$ cat src/hdl/dac_cfg_consts.vh
`ifndef DAC_CFG_CONSTS_VH
`define DAC_CFG_CONSTS_VH

// register indices; byte address is four times the index
`define IDX_PAGE_SEL 10'h008
`define IDX_DLL_STATUS 10'h0C3
`define IDX_DLY_APPLY 10'h0DB
`define IDX_DIG_HOLD 10'h100
`define IDX_LINK_MODE 10'h110
`define IDX_INTERP 10'h111
`define IDX_MOD_CFG 10'h112
`define IDX_IRQ_STATUS 10'h1F0
`define IDX_IRQ_MASK 10'h1F1

// reset values
`define RST_PAGE_SEL 2'h3
`define RST_DLY_APPLY 1'h0
`define RST_DIG_HOLD 1'h1
`define RST_LINK_MODE 6'h20
`define RST_COMBINE 1'h0
`define RST_MAIN_INTERP 4'h1
`define RST_CH_INTERP 4'h4
`define RST_MOD_MODE 2'h0
`define RST_IRQ_MASK 4'h0

// field positions
`define POS_BAD_COMBO 7
`define POS_COMBINE 6
`define POS_LINK_DUAL 5
`define POS_MAIN_INTERP 4
`define POS_MOD_MODE 4

// modulator switch mode codes
`define MOD_I0_I1 2'h0
`define MOD_SUM_IQ 2'h1
`define MOD_I0_Q0 2'h2
`define MOD_SUM_I 2'h3

// interrupt status bit positions
`define EV_DLL_LOCK 0
`define EV_PLL_LOCK 1
`define EV_BAD_COMBO 2
`define EV_DLY_APPLY 3
`define NUM_EVENTS 4

`endif

$ cat src/hdl/sync_two_flop.v
`timescale 1ns/1ps
`default_nettype none

// two-flop synchroniser for levels arriving from pins or other clocks
module sync_two_flop #(
   parameter W = 1
) (
   input wire pclk,
   input wire presetn,
   input wire [W-1:0] async_in,
   output wire [W-1:0] sync_out
);
   reg [W-1:0] meta_q;
   reg [W-1:0] stable_q;

   // first stage feeds only the second stage
   always @(posedge pclk or negedge presetn) begin
      if (!presetn) begin
         meta_q <= {W{1'b0}};
         stable_q <= {W{1'b0}};
      end else begin
         meta_q <= async_in;
         stable_q <= meta_q;
      end
   end

   assign sync_out = stable_q;
endmodule // sync_two_flop

`default_nettype wire

$ cat src/hdl/dac_datapath_config_regs.v
// Functional notes
// - a zero-to-one write of the delay-line apply bit loads the delay line with the current delay settings.
// - while the digital-logic hold bit is 1 (its reset value) link digital, clock generation and datapath stay in reset.
// - a read-only status bit reads 1 once the delay-locked loop has locked.
// - bit 7 of the link mode register is a read-only flag for an unsupported mode and interpolation combination; the code flags only unlisted rate codes.
// - with bit 6 of the link mode register set in dual-link operation the two sync outputs are merged.
// - the six-bit link mode field selects single or dual link by its top bit and the configuration by the rest, reset 0x20.
// - main interpolation codes 0x1, 0x2, 0x4, 0x6, 0x8, 0xC give 1x, 2x, 4x, 6x, 8x, 12x.
// - channel interpolation codes 0x1, 0x2, 0x3, 0x4, 0x6, 0x8 give 1x to 8x, reset 0x4.
// - switch modes 00, 01, 10 route I0/I1, I0+I1/Q0+Q1 and I0/Q0 to the two converters.
// - switch mode 11 drives converter 0 with I0+I1 and converter 1 with zero.
// - each main datapath keeps its own switch mode, reached through the main-path page select bits.
//
// Added by the designer: the APB slave port.
`timescale 1ns/1ps
`default_nettype none
`include "dac_cfg_consts.vh"

module dac_datapath_config_regs (
   input wire pclk,
   input wire presetn,
   input wire psel,
   input wire penable,
   input wire pwrite,
   input wire [11:0] paddr,
   input wire [31:0] pwdata,
   input wire [3:0] pstrb,
   output wire pready,
   output wire pslverr,
   output wire [31:0] prdata,
   input wire dll_locked,
   input wire pll_locked,
   input wire link0_sync_n,
   input wire link1_sync_n,
   output wire sync_out0_n,
   output wire sync_out1_n,
   output wire delay_line_load,
   output wire serdes_digital_rst,
   output wire clock_gen_rst,
   output wire datapath_rst,
   output wire dual_link,
   output wire [4:0] link_config,
   output wire [3:0] main_interp_factor,
   output wire [3:0] channel_interp_factor,
   input wire [15:0] path0_i,
   input wire [15:0] path0_q,
   input wire [15:0] path1_i,
   input wire [15:0] path1_q,
   output wire [16:0] conv0_data,
   output wire [16:0] conv1_data,
   output wire irq
);
   // ---------------------------------------------------------------
   // state
   // ---------------------------------------------------------------
   reg [1:0] main_path_page_select_q;
   reg dly_apply_q;
   reg dly_load_q;
   reg digital_logic_hold_bit_q;
   reg merged_sync_outputs_q;
   reg [5:0] link_mode_select_q;
   reg [3:0] main_interp_rate_q;
   reg [3:0] channel_interp_rate_q;
   reg [1:0] modulator_switch_mode_q [0:1];
   reg bad_combo_q;
   reg [3:0] main_factor_q;
   reg [3:0] ch_factor_q;
   reg [`NUM_EVENTS-1:0] irq_status_q;
   reg [`NUM_EVENTS-1:0] irq_mask_q;
   reg [31:0] prdata_q;
   reg dll_lock_prev_q;
   reg pll_lock_prev_q;
   reg bad_combo_prev_q;
   reg sync0_n_q;
   reg sync1_n_q;
   reg [16:0] conv0_q;
   reg [16:0] conv1_q;

   wire dll_lock_s;
   wire pll_lock_s;
   wire link0_sync_act;
   wire link1_sync_act;

   // lock flags and link sync lines come from other clock trees
   sync_two_flop #(
      .W(4)
   ) u_sync (
      .pclk(pclk),
      .presetn(presetn),
      .async_in({~link1_sync_n, ~link0_sync_n, pll_locked, dll_locked}), // sync enters active high: flop reset means idle
      .sync_out({link1_sync_act, link0_sync_act, pll_lock_s, dll_lock_s})
   );

   // ---------------------------------------------------------------
   // decode helpers
   // ---------------------------------------------------------------

   // main interpolation code to factor; zero marks an unlisted code
   function [3:0] main_factor;
      input [3:0] code;
      begin
         case (code)
            4'h1: main_factor = 4'h1;
            4'h2: main_factor = 4'h2;
            4'h4: main_factor = 4'h4;
            4'h6: main_factor = 4'h6;
            4'h8: main_factor = 4'h8;
            4'hC: main_factor = 4'hC;
            default: main_factor = 4'h0;
         endcase
      end
   endfunction

   // channel interpolation code to factor; zero marks an unlisted code
   function [3:0] ch_factor;
      input [3:0] code;
      begin
         case (code)
            4'h1: ch_factor = 4'h1;
            4'h2: ch_factor = 4'h2;
            4'h3: ch_factor = 4'h3;
            4'h4: ch_factor = 4'h4;
            4'h6: ch_factor = 4'h6;
            4'h8: ch_factor = 4'h8;
            default: ch_factor = 4'h0;
         endcase
      end
   endfunction

   // converter routing for one switch mode; sel picks converter 0 or 1
   function [16:0] route;
      input [1:0] mode;
      input sel;
      input [15:0] i0;
      input [15:0] q0;
      input [15:0] i1;
      input [15:0] q1;
      reg [16:0] sum_i;
      reg [16:0] sum_q;
      begin
         sum_i = {i0[15], i0} + {i1[15], i1};
         sum_q = {q0[15], q0} + {q1[15], q1};
         case (mode)
            `MOD_I0_I1: route = sel ? {i1[15], i1} : {i0[15], i0};
            `MOD_SUM_IQ: route = sel ? sum_q : sum_i;
            `MOD_I0_Q0: route = sel ? {q0[15], q0} : {i0[15], i0};
            `MOD_SUM_I: route = sel ? 17'h00000 : sum_i;
            default: route = 17'h00000;
         endcase
      end
   endfunction

   // ---------------------------------------------------------------
   // apb access decode
   // ---------------------------------------------------------------
   wire [9:0] idx = paddr[11:2];
   wire aligned = (paddr[1:0] == 2'h0);
   wire hit_page = aligned && (idx == `IDX_PAGE_SEL);
   wire hit_dll = aligned && (idx == `IDX_DLL_STATUS);
   wire hit_dly = aligned && (idx == `IDX_DLY_APPLY);
   wire hit_hold = aligned && (idx == `IDX_DIG_HOLD);
   wire hit_link = aligned && (idx == `IDX_LINK_MODE);
   wire hit_interp = aligned && (idx == `IDX_INTERP);
   wire hit_mod = aligned && (idx == `IDX_MOD_CFG);
   wire hit_ists = aligned && (idx == `IDX_IRQ_STATUS);
   wire hit_imask = aligned && (idx == `IDX_IRQ_MASK);
   wire mapped = hit_page | hit_dll | hit_dly | hit_hold | hit_link | hit_interp | hit_mod | hit_ists | hit_imask;

   wire setup_ph = psel && !penable;
   wire access_ph = psel && penable;
   // zero wait states: every access completes in its first access cycle
   assign pready = access_ph;
   assign pslverr = access_ph && !mapped;
   // only byte lane 0 carries register bits
   wire wr_en = access_ph && pwrite && mapped && pstrb[0];
   wire [7:0] wb = pwdata[7:0];

   // the lower page bit selects copy 0 whenever set, else copy 1
   wire page0 = main_path_page_select_q[0];
   wire [1:0] mode_view = page0 ? modulator_switch_mode_q[0] : modulator_switch_mode_q[1];

   // read mux, captured in the setup cycle so prdata comes from a flop
   reg [7:0] rd_byte;
   always @* begin
      rd_byte = 8'h00;
      case (1'b1)
         hit_page: rd_byte = {6'h00, main_path_page_select_q};
         hit_dll: rd_byte = {7'h00, dll_lock_s};
         hit_dly: rd_byte = {7'h00, dly_apply_q};
         hit_hold: rd_byte = {7'h00, digital_logic_hold_bit_q};
         hit_link: rd_byte = {bad_combo_q, merged_sync_outputs_q, link_mode_select_q};
         hit_interp: rd_byte = {main_interp_rate_q, channel_interp_rate_q};
         hit_mod: rd_byte = {2'h0, mode_view, 4'h0};
         hit_ists: rd_byte = {4'h0, irq_status_q};
         hit_imask: rd_byte = {4'h0, irq_mask_q};
         default: rd_byte = 8'h00;
      endcase
   end

   always @(posedge pclk or negedge presetn) begin
      if (!presetn) begin
         prdata_q <= 32'h00000000;
      end else if (setup_ph && !pwrite) begin
         prdata_q <= {24'h000000, rd_byte};
      end
   end
   assign prdata = prdata_q;

   // ---------------------------------------------------------------
   // writable configuration
   // ---------------------------------------------------------------
   always @(posedge pclk or negedge presetn) begin
      if (!presetn) begin
         main_path_page_select_q <= `RST_PAGE_SEL;
         dly_apply_q <= `RST_DLY_APPLY;
         digital_logic_hold_bit_q <= `RST_DIG_HOLD;
         merged_sync_outputs_q <= `RST_COMBINE;
         link_mode_select_q <= `RST_LINK_MODE;
         main_interp_rate_q <= `RST_MAIN_INTERP;
         channel_interp_rate_q <= `RST_CH_INTERP;
         irq_mask_q <= `RST_IRQ_MASK;
      end else if (wr_en) begin
         if (hit_page) begin
            main_path_page_select_q <= wb[1:0];
         end
         if (hit_dly) begin
            dly_apply_q <= wb[0];
         end
         if (hit_hold) begin
            digital_logic_hold_bit_q <= wb[0];
         end
         if (hit_link) begin
            merged_sync_outputs_q <= wb[`POS_COMBINE];
            link_mode_select_q <= wb[5:0];
         end
         if (hit_interp) begin
            main_interp_rate_q <= wb[7:4];
            channel_interp_rate_q <= wb[3:0];
         end
         if (hit_imask) begin
            irq_mask_q <= wb[`NUM_EVENTS-1:0];
         end
      end
   end

   // paged switch mode; a write reaches every copy whose page bit is set
   genvar gp;
   generate
      for (gp = 0; gp < 2; gp = gp + 1) begin : g_mode
         always @(posedge pclk or negedge presetn) begin
            if (!presetn) begin
               modulator_switch_mode_q[gp] <= `RST_MOD_MODE;
            end else if (wr_en && hit_mod && main_path_page_select_q[gp]) begin
               modulator_switch_mode_q[gp] <= wb[5:4];
            end
         end
      end
   endgenerate

   // one-cycle load strobe only on a zero-to-one write; rewriting 1 does nothing
   always @(posedge pclk or negedge presetn) begin
      if (!presetn) begin
         dly_load_q <= 1'b0;
      end else begin
         dly_load_q <= wr_en && hit_dly && wb[0] && !dly_apply_q;
      end
   end
   assign delay_line_load = dly_load_q;

   // ---------------------------------------------------------------
   // decoded rates and combination check
   // ---------------------------------------------------------------
   wire [3:0] main_f = main_factor(main_interp_rate_q);
   wire [3:0] ch_f = ch_factor(channel_interp_rate_q);

   // registered so the flag and factors change together one cycle after the write
   always @(posedge pclk or negedge presetn) begin
      if (!presetn) begin
         bad_combo_q <= 1'b0;
         main_factor_q <= 4'h0;
         ch_factor_q <= 4'h0;
      end else begin
         bad_combo_q <= (main_f == 4'h0) || (ch_f == 4'h0);
         main_factor_q <= main_f;
         ch_factor_q <= ch_f;
      end
   end
   assign main_interp_factor = main_factor_q;
   assign channel_interp_factor = ch_factor_q;
   assign dual_link = link_mode_select_q[`POS_LINK_DUAL];
   assign link_config = link_mode_select_q[4:0];

   // ---------------------------------------------------------------
   // digital hold outputs
   // ---------------------------------------------------------------
   // the hold comes straight from its flop, so it is glitch-free
   assign serdes_digital_rst = digital_logic_hold_bit_q;
   assign clock_gen_rst = digital_logic_hold_bit_q;
   assign datapath_rst = digital_logic_hold_bit_q;

   // ---------------------------------------------------------------
   // sync output merging (active low: either link low pulls both low)
   // ---------------------------------------------------------------
   wire merge = merged_sync_outputs_q && dual_link;
   always @(posedge pclk or negedge presetn) begin
      if (!presetn) begin
         sync0_n_q <= 1'b1;
         sync1_n_q <= 1'b1;
      end else if (merge) begin
         sync0_n_q <= !(link0_sync_act | link1_sync_act);
         sync1_n_q <= !(link0_sync_act | link1_sync_act);
      end else begin
         sync0_n_q <= !link0_sync_act;
         sync1_n_q <= !link1_sync_act;
      end
   end
   assign sync_out0_n = sync0_n_q;
   assign sync_out1_n = sync1_n_q;

   // ---------------------------------------------------------------
   // converter routing; each converter follows its own path's mode
   // ---------------------------------------------------------------
   always @(posedge pclk or negedge presetn) begin
      if (!presetn) begin
         conv0_q <= 17'h00000;
         conv1_q <= 17'h00000;
      end else if (digital_logic_hold_bit_q) begin
         conv0_q <= 17'h00000;
         conv1_q <= 17'h00000;
      end else begin
         conv0_q <= route(modulator_switch_mode_q[0], 1'b0, path0_i, path0_q, path1_i, path1_q);
         conv1_q <= route(modulator_switch_mode_q[1], 1'b1, path0_i, path0_q, path1_i, path1_q);
      end
   end
   assign conv0_data = conv0_q;
   assign conv1_data = conv1_q;

   // ---------------------------------------------------------------
   // interrupts: sticky events, write one to clear, set wins over clear
   // ---------------------------------------------------------------
   always @(posedge pclk or negedge presetn) begin
      if (!presetn) begin
         dll_lock_prev_q <= 1'b0;
         pll_lock_prev_q <= 1'b0;
         bad_combo_prev_q <= 1'b0;
      end else begin
         dll_lock_prev_q <= dll_lock_s;
         pll_lock_prev_q <= pll_lock_s;
         bad_combo_prev_q <= bad_combo_q;
      end
   end

   // lock events tell software when the hold may be released
   wire [`NUM_EVENTS-1:0] events;
   assign events[`EV_DLL_LOCK] = dll_lock_s && !dll_lock_prev_q;
   assign events[`EV_PLL_LOCK] = pll_lock_s && !pll_lock_prev_q;
   assign events[`EV_BAD_COMBO] = bad_combo_q && !bad_combo_prev_q;
   assign events[`EV_DLY_APPLY] = dly_load_q;

   wire [`NUM_EVENTS-1:0] clr = (wr_en && hit_ists) ? wb[`NUM_EVENTS-1:0] : {`NUM_EVENTS{1'b0}};

   genvar ge;
   generate
      for (ge = 0; ge < `NUM_EVENTS; ge = ge + 1) begin : g_irq
         always @(posedge pclk or negedge presetn) begin
            if (!presetn) begin
               irq_status_q[ge] <= 1'b0;
            end else if (events[ge]) begin
               irq_status_q[ge] <= 1'b1;
            end else if (clr[ge]) begin
               irq_status_q[ge] <= 1'b0;
            end
         end
      end
   endgenerate

   assign irq = |(irq_status_q & irq_mask_q);
endmodule // dac_datapath_config_regs

`default_nettype wire

$ cat config.mk
export PLATFORM = sky130hd
export DESIGN_NAME = dac_datapath_config_regs
export DESIGN_NICKNAME = d
export VERILOG_FILES = /design/src/hdl/sync_two_flop.v /design/src/hdl/dac_datapath_config_regs.v
export VERILOG_INCLUDE_DIRS = /design/src /design/src/hdl
export SDC_FILE = /design/constraint.sdc
export NUM_CORES = 1
export LEC_CHECK = 0
export BUFFER_PORTS_ARGS = -buffer_cell sky130_fd_sc_hd__buf_4
export CELL_PAD_IN_SITES_DETAIL_PLACEMENT = 0
export CELL_PAD_IN_SITES_GLOBAL_PLACEMENT = 1
export CORE_UTILIZATION = 35
export CTS_BUF_LIST = sky130_fd_sc_hd__clkbuf_8
export CTS_CLUSTER_SIZE = 10
export DETAILED_ROUTE_END_ITERATION = 10
export PLACE_DENSITY = 0.79
export SLEW_MARGIN = 5
export SYNTH_ARGS = -nofsm -noshare
export SYNTH_HDL_FRONTEND = slang
export SYNTH_SLANG_ARGS = --single-unit
$ cat constraint.sdc
create_clock -name pclk -period 3.6 [get_ports pclk]
set_clock_uncertainty 0.05 [all_clocks]
set_input_delay 0.36 -clock pclk [delete_from_list [all_inputs] [get_ports pclk]]
set_output_delay 0.36 -clock pclk [all_outputs]
set_load 0.02 [all_outputs]
==> reports/summary.txt, run 1 <==
Critical R2R Launch -> clock_gen_rst
Vias in the first global route -> 5163
Clock latency on the worst-skew pair -> 0.39 ns
Vias per cell -> 5.25
Req. time, crit path -> 3.19 ns
Seq/Total Area, Yosys -> 0.402
Critical path arrival -> 2.31 ns
Setup slack at placement -> 0.596 ns
Final WS setup -> 0.881 ns
Critical Path End -> pslverr
Final RePlAce weighted congestion -> 0.859
Largest net degree at the start of global routing -> 59
Total Wirelength -> 17300 µm
R2R Setup Slk -> 1.50 ns
Initial antenna violation count -> 0
Final min period -> 2.72 ns
First-pass DRT Iterations -> 7
Initial drt markers -> 279
Die height -> 133 µm
CTS root buf -> clkbuf_8
Clock transition at the registers of the reported paths -> 0.10 ns
Flops & latches, synth -> 96
DIE WIDTH -> 133 µm
Total GRT Usage -> 0.200
PortBufs -> 158
Antenna diode count -> 0
Via Count -> 5199
Slew @ Worst Pin -> 0.777 ns
Worst flop-to-flop path endpoint -> conv0_data[12]
Period utilization -> 0.755
Sink Count -> 96
Sequential cell area -> 2410 µm²
Avg Inst Size Synth -> 9.77 µm²
Reg2Reg Depth -> 4
CTS buffer count -> 9
Synth Instances -> 615
TritonCTS clock tree -> built
First-pass GRT wire length -> 27300 µm
Slew Limit Fails -> 0
Leakage power -> 0.00349 µW
RSZ-0062 raised after global routing -> no
DP HPWL -> 13500 µm
Core area -> 16600 µm²
Synth-to-layout area growth -> 25.0%
Ys async rst share -> 1.00
Hold WC Path Type -> in -> reg
Critical Path Fanout Max -> 10
Area contributors post-synth -> dfrtp_1, ha_1, mux2_2, mux2i_1, nor2_1
Residual DRC count -> 0
Synth unique cells -> 72
Number of post-CTS setup repair buffers -> 0
Outcome -> finished, final reports clean
Fmax -> 368 MHz
Worst hold start -> link1_sync_n
Number of enable flip-flop cells after synthesis -> 0
Crit path capture type -> output port
Crit. Startpoint -> paddr[1]
Area fraction of the dominant cell type after synthesis -> 0.367
Top FF cell, synth -> dfrtp_1
Cell Pwr Density -> 317 nW/µm²
Gr ovfl total -> 0
Cell Rows -> 47
H-tree levels -> 3
Filler cell count -> 1613
Endpoints failing hold -> 0
Share of cells above drive strength 1 -> 0.292
WL per Instance -> 17.4 µm
IO Count -> 210
Post-Synthesis Cell Area -> 6010 µm²
Crit Path Class -> in -> out
Starting Density -> 0.361
Nets -> 921
Maximum VDD drop -> 0.146 mV
Final setup vio count -> 0
Final setup TNS -> 0 ns
YS warnings -> 0
Critical Path Source Type -> input port
Die ar. -> 17700 µm²
Max Cap Viol -> 0
Multi-input gate area -> 3280 µm²
Routed Antenna Nets -> 0
Top cell type by total area after synthesis -> dfrtp_1
Clk buf depth -> 2
Slew margin rel. -> 0.482
through the flow:
stage          hold WS [ns]  power (µW)  cell area (µm²)  instances   util
3_5_place_dp          0.285        1710             7300        972  0.439
3_3_place_gp          0.283        1690             7300        972  0.439
2_1_floorplan        0.0144        1490             6090        638      -
6_report             0.0471        2380             7510        991  0.451
5_1_grt              0.0174        2520             7510        991  0.451
4_1_cts             0.00322        2420             7490        989  0.450
placed cells by master (no fill, tap or decap), types with 12 or more instances in the layout:
master	count
a21oi_1	35
buf_4	164
conb_1	24
dfrtp_1	88
ha_1	32
inv_1	26
mux2_2	28
mux2i_1	30
nand2_1	33
nand3_1	16
nor2_1	60
nor3_1	12
o21ai_0	20
area by class of cell:
class | instances | area share
Tap cell | 220 | 0.0367
Clock buffer | 9 | 0.0165
Multi-Input combinational cell | 466 | 0.437
Sequential cell | 96 | 0.321
Timing Repair Buffer | 167 | 0.168
Clock inverter | 7 | 0.00733
Inverter | 26 | 0.0130
where the power goes:
part,leakage (µW),internal (µW),total [µW],switching (µW)
clock,0.0000973,260,688,428
sequential,0.00117,1110,1130,14.1
combinational,0.00222,245,562,317
synthesized netlist by cell type, drive strengths merged, types with 4 or more instances:
| cell type | n |
|---|---|
| mux2i | 30 |
| o211ai | 8 |
| dfstp | 8 |
| nor3b | 6 |
| xnor2 | 11 |
| and3 | 4 |
| nor4 | 8 |
| nor2b | 10 |
| nand2 | 33 |
| nand2b | 6 |
| o21a | 9 |
| nand3 | 17 |
| dfrtp | 88 |
| mux2 | 28 |
| nor2 | 60 |
| clkbuf | 15 |
| xor2 | 5 |
| buf | 35 |
| o22ai | 6 |
| nor3 | 13 |
| a21o | 8 |
| o32a | 4 |
| a31oi | 7 |
| a22o | 4 |
| a211oi | 11 |
| o21ai | 21 |
| a21oi | 35 |
| inv | 25 |
| or3 | 8 |
| a22oi | 5 |
| ha | 32 |
| o2111ai | 4 |
registers in the layout (all words and copies together), names as in the netlist, 2 cells and up:
name                     cells
irq_status_q                 4
conv1_data                  17
main_interp_factor           4
main_path_page_select_q      2
u_sync.sync_out              4
prdata                       8
channel_interp_factor        4
channel_interp_rate_q        4
main_interp_rate_q           4
link_mode_select_q           6
conv0_data                  17
irq_mask_q                   4
u_sync.meta_q                4
modulator_switch_mode_q      4
routing by layer:
metal / vias to the layer above / wire (µm) / global-route usage
met3: 15 / 1390 / 0.0713
li1: 2501 / - / -
met1: 2500 / 7130 / 0.237
met5: - / 0 / 0
met4: 0 / 236 / 0.0498
met2: 183 / 8530 / 0.341
what timing repair did:
action                    4_1_cts  5_1_grt
hold buffers                    1        2
hold endpoints to repair       20        2
gates resized for setup         0        0
worst max-delay path, stage by stage:
cell     delay, ns
buf_4         0.11
or4_4         0.54
or3b_1        0.62
o21ai_1       0.43
nor2_1        0.07
buf_4         0.17
how the worst min path moves through the flow:
stage	end	slack [ns]	cells after the start
after global routing	u_sync.meta_q[3]	0.02	2
after global placement	u_sync.sync_out[3]	0.28	0
final	u_sync.meta_q[3]	0.05	2
after CTS	u_sync.meta_q[0]	0.003	1
after floorplan	bad_combo_prev_q	0.01	0
after detailed placement	u_sync.sync_out[2]	0.28	0
cell families after synthesis:
group,share of synthesized area
simple gates,0.159
compound gates,0.172
flops,0.402
buf+inv,0.0662
mux,0.102
fa+ha+maj,0.0750
xor+xnor,0.0233
other cells,0.000624
(Power assumes the default switching activity.)
==> run 2, diff against run 1 <==
--- a/config.mk
+++ b/config.mk
@@ -13,7 +13,7 @@
 export CTS_BUF_LIST = sky130_fd_sc_hd__clkbuf_8
 export CTS_CLUSTER_SIZE = 10
 export DETAILED_ROUTE_END_ITERATION = 10
-export PLACE_DENSITY = 0.79
+export PLACE_DENSITY = 0.82
 export SLEW_MARGIN = 5
 export SYNTH_ARGS = -nofsm -noshare
 export SYNTH_HDL_FRONTEND = slang
==> constraint.sdc (replaced) <==
create_clock -name pclk -period 2.5 [get_ports pclk]
set_clock_uncertainty 0.05 [all_clocks]
set_input_delay 0.25 -clock pclk [delete_from_list [all_inputs] [get_ports pclk]]
set_output_delay 0.25 -clock pclk [all_outputs]
set_load 0.02 [all_outputs]
==> run 2 against run 1 <==
Effect of this change: sequential power increased by 43%; highest routed layer unchanged; global-route usage decreased by 0.67 points; flip-flop and latch count unchanged; via count increased by 0.81%; design area increased by 3.2%; utilization increased by 1.5 points; power increased by 53%; clock power increased by 74%; register-to-register slack got worse by 0.71 ns; critical endpoint unchanged.
==> reports/summary.txt, run 2 (same netlist as run 1, synthesis figures left out) <==
Max Cap Viol -> 0
Nets -> 945
Clock transition at the registers of the reported paths -> 0.11 ns
DP HPWL -> 12900 µm
RSZ-0062 raised after global routing -> no
Vias per cell -> 5.16
Slew Limit Fails -> 0
Routed Antenna Nets -> 0
DIE WIDTH -> 133 µm
Post-place instance area -> 7480 µm²
Leakage power -> 0.00363 µW
Residual DRC count -> 0
WL per Instance -> 16.3 µm
Total Wirelength -> 16600 µm
H-tree levels -> 3
Crit path capture type -> output port
IO Count -> 210
Final Cell Area -> 7750 µm²
Final min period -> 2.43 ns
Endpoints failing hold -> 0
Total GRT Usage -> 0.193
Period utilization -> 0.973
CTS buffer count -> 9
Clock latency on the worst-skew pair -> 0.37 ns
Fin cells -> 1015
First-pass DRT Iterations -> 6
Crit Path Class -> in -> out
Sink Count -> 96
Filler cell count -> 1632
Clk buf depth -> 2
Cell Rows -> 47
Vias in the first global route -> 5297
CTS resizes -> 0
Gr ovfl total -> 0
Cell Pwr Density -> 470 nW/µm²
Max stage delay cell, worst path -> or4_4
Final setup vio count -> 0
Cell chain of the critical path -> buf_4 -> or4_4 -> or3b_1 -> o21ai_1 -> buf_4 -> nor2_1 -> buf_4
Via Count -> 5241
Die ar. -> 17700 µm²
Outcome -> finished, final reports clean
Final RePlAce weighted congestion -> 0.894
Critical Path Source Type -> input port
TritonCTS clock tree -> built
Synth-to-layout area growth -> 29.1%
Antenna diode count -> 0
Die height -> 133 µm
Largest net degree at the start of global routing -> 57
CTS root buf -> clkbuf_8
Fmax -> 411 MHz
Placed Cells -> 994
Critical path arrival -> 2.13 ns
Share of cells above drive strength 1 -> 0.311
PortBufs -> 158
Maximum VDD drop -> 0.289 mV
Initial antenna violation count -> 0
Most common cell after layout, fill and taps aside -> buf_4
Slowest stage delay, CP -> 0.53 ns
Final total power -> 3640 µW
Slew @ Worst Pin -> 0.611 ns
Hold WS -> 0.0590 ns
Req. time, crit path -> 2.20 ns
Initial drt markers -> 346
Critical Path Fanout Max -> 5
Starting Density -> 0.361
Slew margin rel. -> 0.593
First-pass GRT wire length -> 26500 µm
Hold WC Path Type -> in -> reg
Commonest cells after routing, fill and taps aside -> buf_4, dfrtp_1, nor2_1
Core area -> 16600 µm²
Number of post-CTS setup repair buffers -> 0
Cell with the most instances on the worst path -> buf_4
[run 2: area by class of cell]
type	count	area [µm²]	share of cell area
multi-input cells	466	3280	0.423
inverters	26	97.6	0.0126
flip-flops and latches	96	2410	0.311
well taps	220	275	0.0355
repair buffers	191	1460	0.188
clock buffers	9	124	0.0160
clock inverters	7	101	0.0131
[run 2: power breakdown]
group	switching [µW]	total [µW]	internal (µW)	leakage [µW]
combinational	451	820	368	0.00234
sequential	20.2	1620	1600	0.00117
clock	617	1200	579	0.000118
total	1090	3640	2550	0.00363
[run 2: through the flow]
step,setup TNS (ns),setup WS (ns),util
2_1_floorplan,0,0.111,-
3_3_place_gp,-0.700,-0.0625,0.449
3_5_place_dp,-1.11,-0.112,0.449
4_1_cts,0,0.0778,0.466
5_1_grt,0,0.00132,0.466
6_report,0,0.0686,0.466
[run 2: worst paths after layout]
check | to | startpoint | slack [ns] | depth (start not counted)
hold / removal | conv0_data[8] | path0_i[8] | 0.06 | 3
setup reg to reg | conv1_data[13] | clock_gen_rst | 0.79 | 6
max in group asynchronous | sync_out1_n | presetn | 1.27 | 3
hold reg to reg | u_sync.sync_out[2] | u_sync.meta_q[2] | 0.31 | 0
min in group asynchronous | dll_lock_prev_q | presetn | 0.37 | 2
setup / recovery | pslverr | paddr[1] | 0.07 | 7
[run 2: timing repair]
action                                  4_1_cts  5_1_grt
hold buffers                                  5        0
endpoints found under the setup margin        0        0
hold endpoints to repair                     41        0
[run 2: metal layers]
metal | wire length (µm) | up-vias | part of all wire | track usage
met2 | 8030 | 165 | 0.48 | 0.329
met3 | 1280 | 15 | 0.077 | 0.0590
li1 | - | 2548 | - | -
met4 | 226 | 0 | 0.014 | 0.0543
met1 | 7030 | 2513 | 0.42 | 0.234
met5 | 0 | - | 0 | 0
[run 2: critical path: cells and delay by family]
kind / cells / cell delay, ns
compound gates: 1 / 0.35
buf+inv: 3 / 0.44
simple gates: 3 / 1.10
==> run 3, diff against run 2 <==
--- a/config.mk
+++ b/config.mk
@@ -13,7 +13,7 @@
 export CTS_BUF_LIST = sky130_fd_sc_hd__clkbuf_8
 export CTS_CLUSTER_SIZE = 10
 export DETAILED_ROUTE_END_ITERATION = 10
-export PLACE_DENSITY = 0.82
+export PLACE_DENSITY = 0.79
 export SLEW_MARGIN = 5
 export SYNTH_ARGS = -nofsm -noshare
 export SYNTH_HDL_FRONTEND = slang
==> constraint.sdc (replaced) <==
create_clock -name pclk -period 2.6 [get_ports pclk]
set_clock_uncertainty 0.05 [all_clocks]
set_input_delay 0.26 -clock pclk [delete_from_list [all_inputs] [get_ports pclk]]
set_output_delay 0.26 -clock pclk [all_outputs]
set_load 0.02 [all_outputs]
==> run 3 against run 2 <==
Effect of this change: worst hold slack worse by 0.0068 ns; power is 4.0% lower; combinational power is 3.8% lower; via count is 0.97% higher; sequential power is 4% lower; global-route usage is 0.24 points higher; critical endpoint unchanged; highest routed layer unchanged.
==> reports/summary.txt, run 3 (same netlist as run 1, synthesis figures left out) <==
Fmax -> 445 MHz
Hold WS -> 0.0522 ns
Via Count -> 5292
Commonest cells after routing, fill and taps aside -> buf_4, dfrtp_1, nor2_1
Filler cell count -> 1578
Vias in the first global route -> 5285
Endpoints failing hold -> 0
R2R Setup Slk -> 0.81 ns
Clock transition at the registers of the reported paths -> 0.10 ns
Synth-to-layout area growth -> 28.3%
CTS resizes -> 0
Slew @ Worst Pin -> 0.644 ns
Nets -> 939
Routed Antenna Nets -> 0
Max stage delay cell, worst path -> or4_4
Initial antenna violation count -> 0
Critical R2R Launch -> modulator_switch_mode_q[0]
Final WS setup -> 0.354 ns
CTS Hold Buffers Added -> 5
Sequential cell area -> 2410 µm²
Die height -> 133 µm
Crit path capture type -> output port
Outcome -> finished, final reports clean
Vias per cell -> 5.24
Die ar. -> 17700 µm²
First-pass DRT Iterations -> 5
First-pass GRT wire length -> 26800 µm
Final min period -> 2.25 ns
Clk buf depth -> 2
DP HPWL -> 13500 µm
Crit Path Class -> in -> out
Cell with the most instances on the worst path -> buf_4
Crit. Startpoint -> paddr[1]
Antenna diode count -> 0
Largest net degree at the start of global routing -> 55
Total Wirelength -> 17200 µm
Fin cells -> 1009
Slew margin rel. -> 0.570
Cell Pwr Density -> 453 nW/µm²
TritonCTS clock tree -> built
Critical path arrival -> 1.94 ns
Final setup TNS -> 0 ns
Starting Density -> 0.361
Setup slack at placement -> 0.0260 ns
H-tree levels -> 3
Sink Count -> 96
Hold WC Path Type -> in -> reg
Core area -> 16600 µm²
Initial drt markers -> 354
Period utilization -> 0.864
IO Count -> 210
Most common cell after layout, fill and taps aside -> buf_4
Maximum VDD drop -> 0.243 mV
Residual DRC count -> 0
DIE WIDTH -> 133 µm
Top cell family by delay on the critical path -> simple AND/OR/NAND/NOR gates
Critical Path Fanout Max -> 5
CTS buffer count -> 9
Req. time, crit path -> 2.29 ns
Leakage power -> 0.00360 µW
Multi-input gate area -> 3280 µm²
Final setup vio count -> 0
Placed Cells -> 988
Slew Limit Fails -> 0
Worst hold start -> path0_i[10]
Share of cells above drive strength 1 -> 0.305
Final RePlAce weighted congestion -> 0.878
PortBufs -> 158
Max Cap Viol -> 0
Cell chain of the critical path -> buf_4 -> or4_4 -> or3b_1 -> o21ai_1 -> buf_4 -> nor2_1 -> buf_4
Clock latency on the worst-skew pair -> 0.39 ns
Critical Path Source Type -> input port
CTS root buf -> clkbuf_8
RSZ-0062 raised after global routing -> no
Number of post-CTS setup repair buffers -> 0
Cell Rows -> 47
Total GRT Usage -> 0.195
Worst Path Buf+Inv -> 3
Gr ovfl total -> 0
WL per Instance -> 17.1 µm
Slowest stage delay, CP -> 0.52 ns
## run 3: changes by cell type in the layout (fill, tap and decap cells not counted), sizes merged
cell and delta:
buf -6, clkinvlp +1, inv -1
## run 3: final cells by class
type / count / share of cell area
flip-flops and latches: 96 / 0.313
clock buffers: 9 / 0.0161
clock inverters: 7 / 0.0133
multi-input cells: 466 / 0.426
repair buffers: 185 / 0.183
inverters: 26 / 0.0127
well taps: 220 / 0.0357
## run 3: per-stage QoR
step / util / area (µm²) / total power, µW
2_1_floorplan: - / 6090 / 2060
3_3_place_gp: 0.447 / 7430 / 2360
3_5_place_dp: 0.447 / 7430 / 2370
4_1_cts: 0.463 / 7710 / 3540
5_1_grt: 0.463 / 7710 / 3660
6_report: 0.463 / 7710 / 3490
## run 3: power breakdown
group          internal, µW  switching (µW)
Combinational           350             439
Sequential             1540            20.2
Clock                   555             586
## run 3: path summary, 6_finish.rpt
path                                         end  depth (start not counted)
max                                      pslverr                          7
max in group asynchronous  link_mode_select_q[5]                          3
min in group asynchronous        irq_status_q[1]                          2
min                               conv0_data[10]                          2
min reg2reg                   u_sync.sync_out[0]                          0
max reg2reg                       conv1_data[15]                          6
## run 3: routing by layer
metal / part of all wire / global-route usage / vias to the layer above / routed length [µm]
met4: 0.025 / 0.0785 / 0 / 433
met1: 0.41 / 0.227 / 2535 / 7050
met5: 0 / 0 / - / 0
li1: - / - / 2537 / -
met2: 0.49 / 0.332 / 197 / 8390
met3: 0.079 / 0.0628 / 23 / 1360
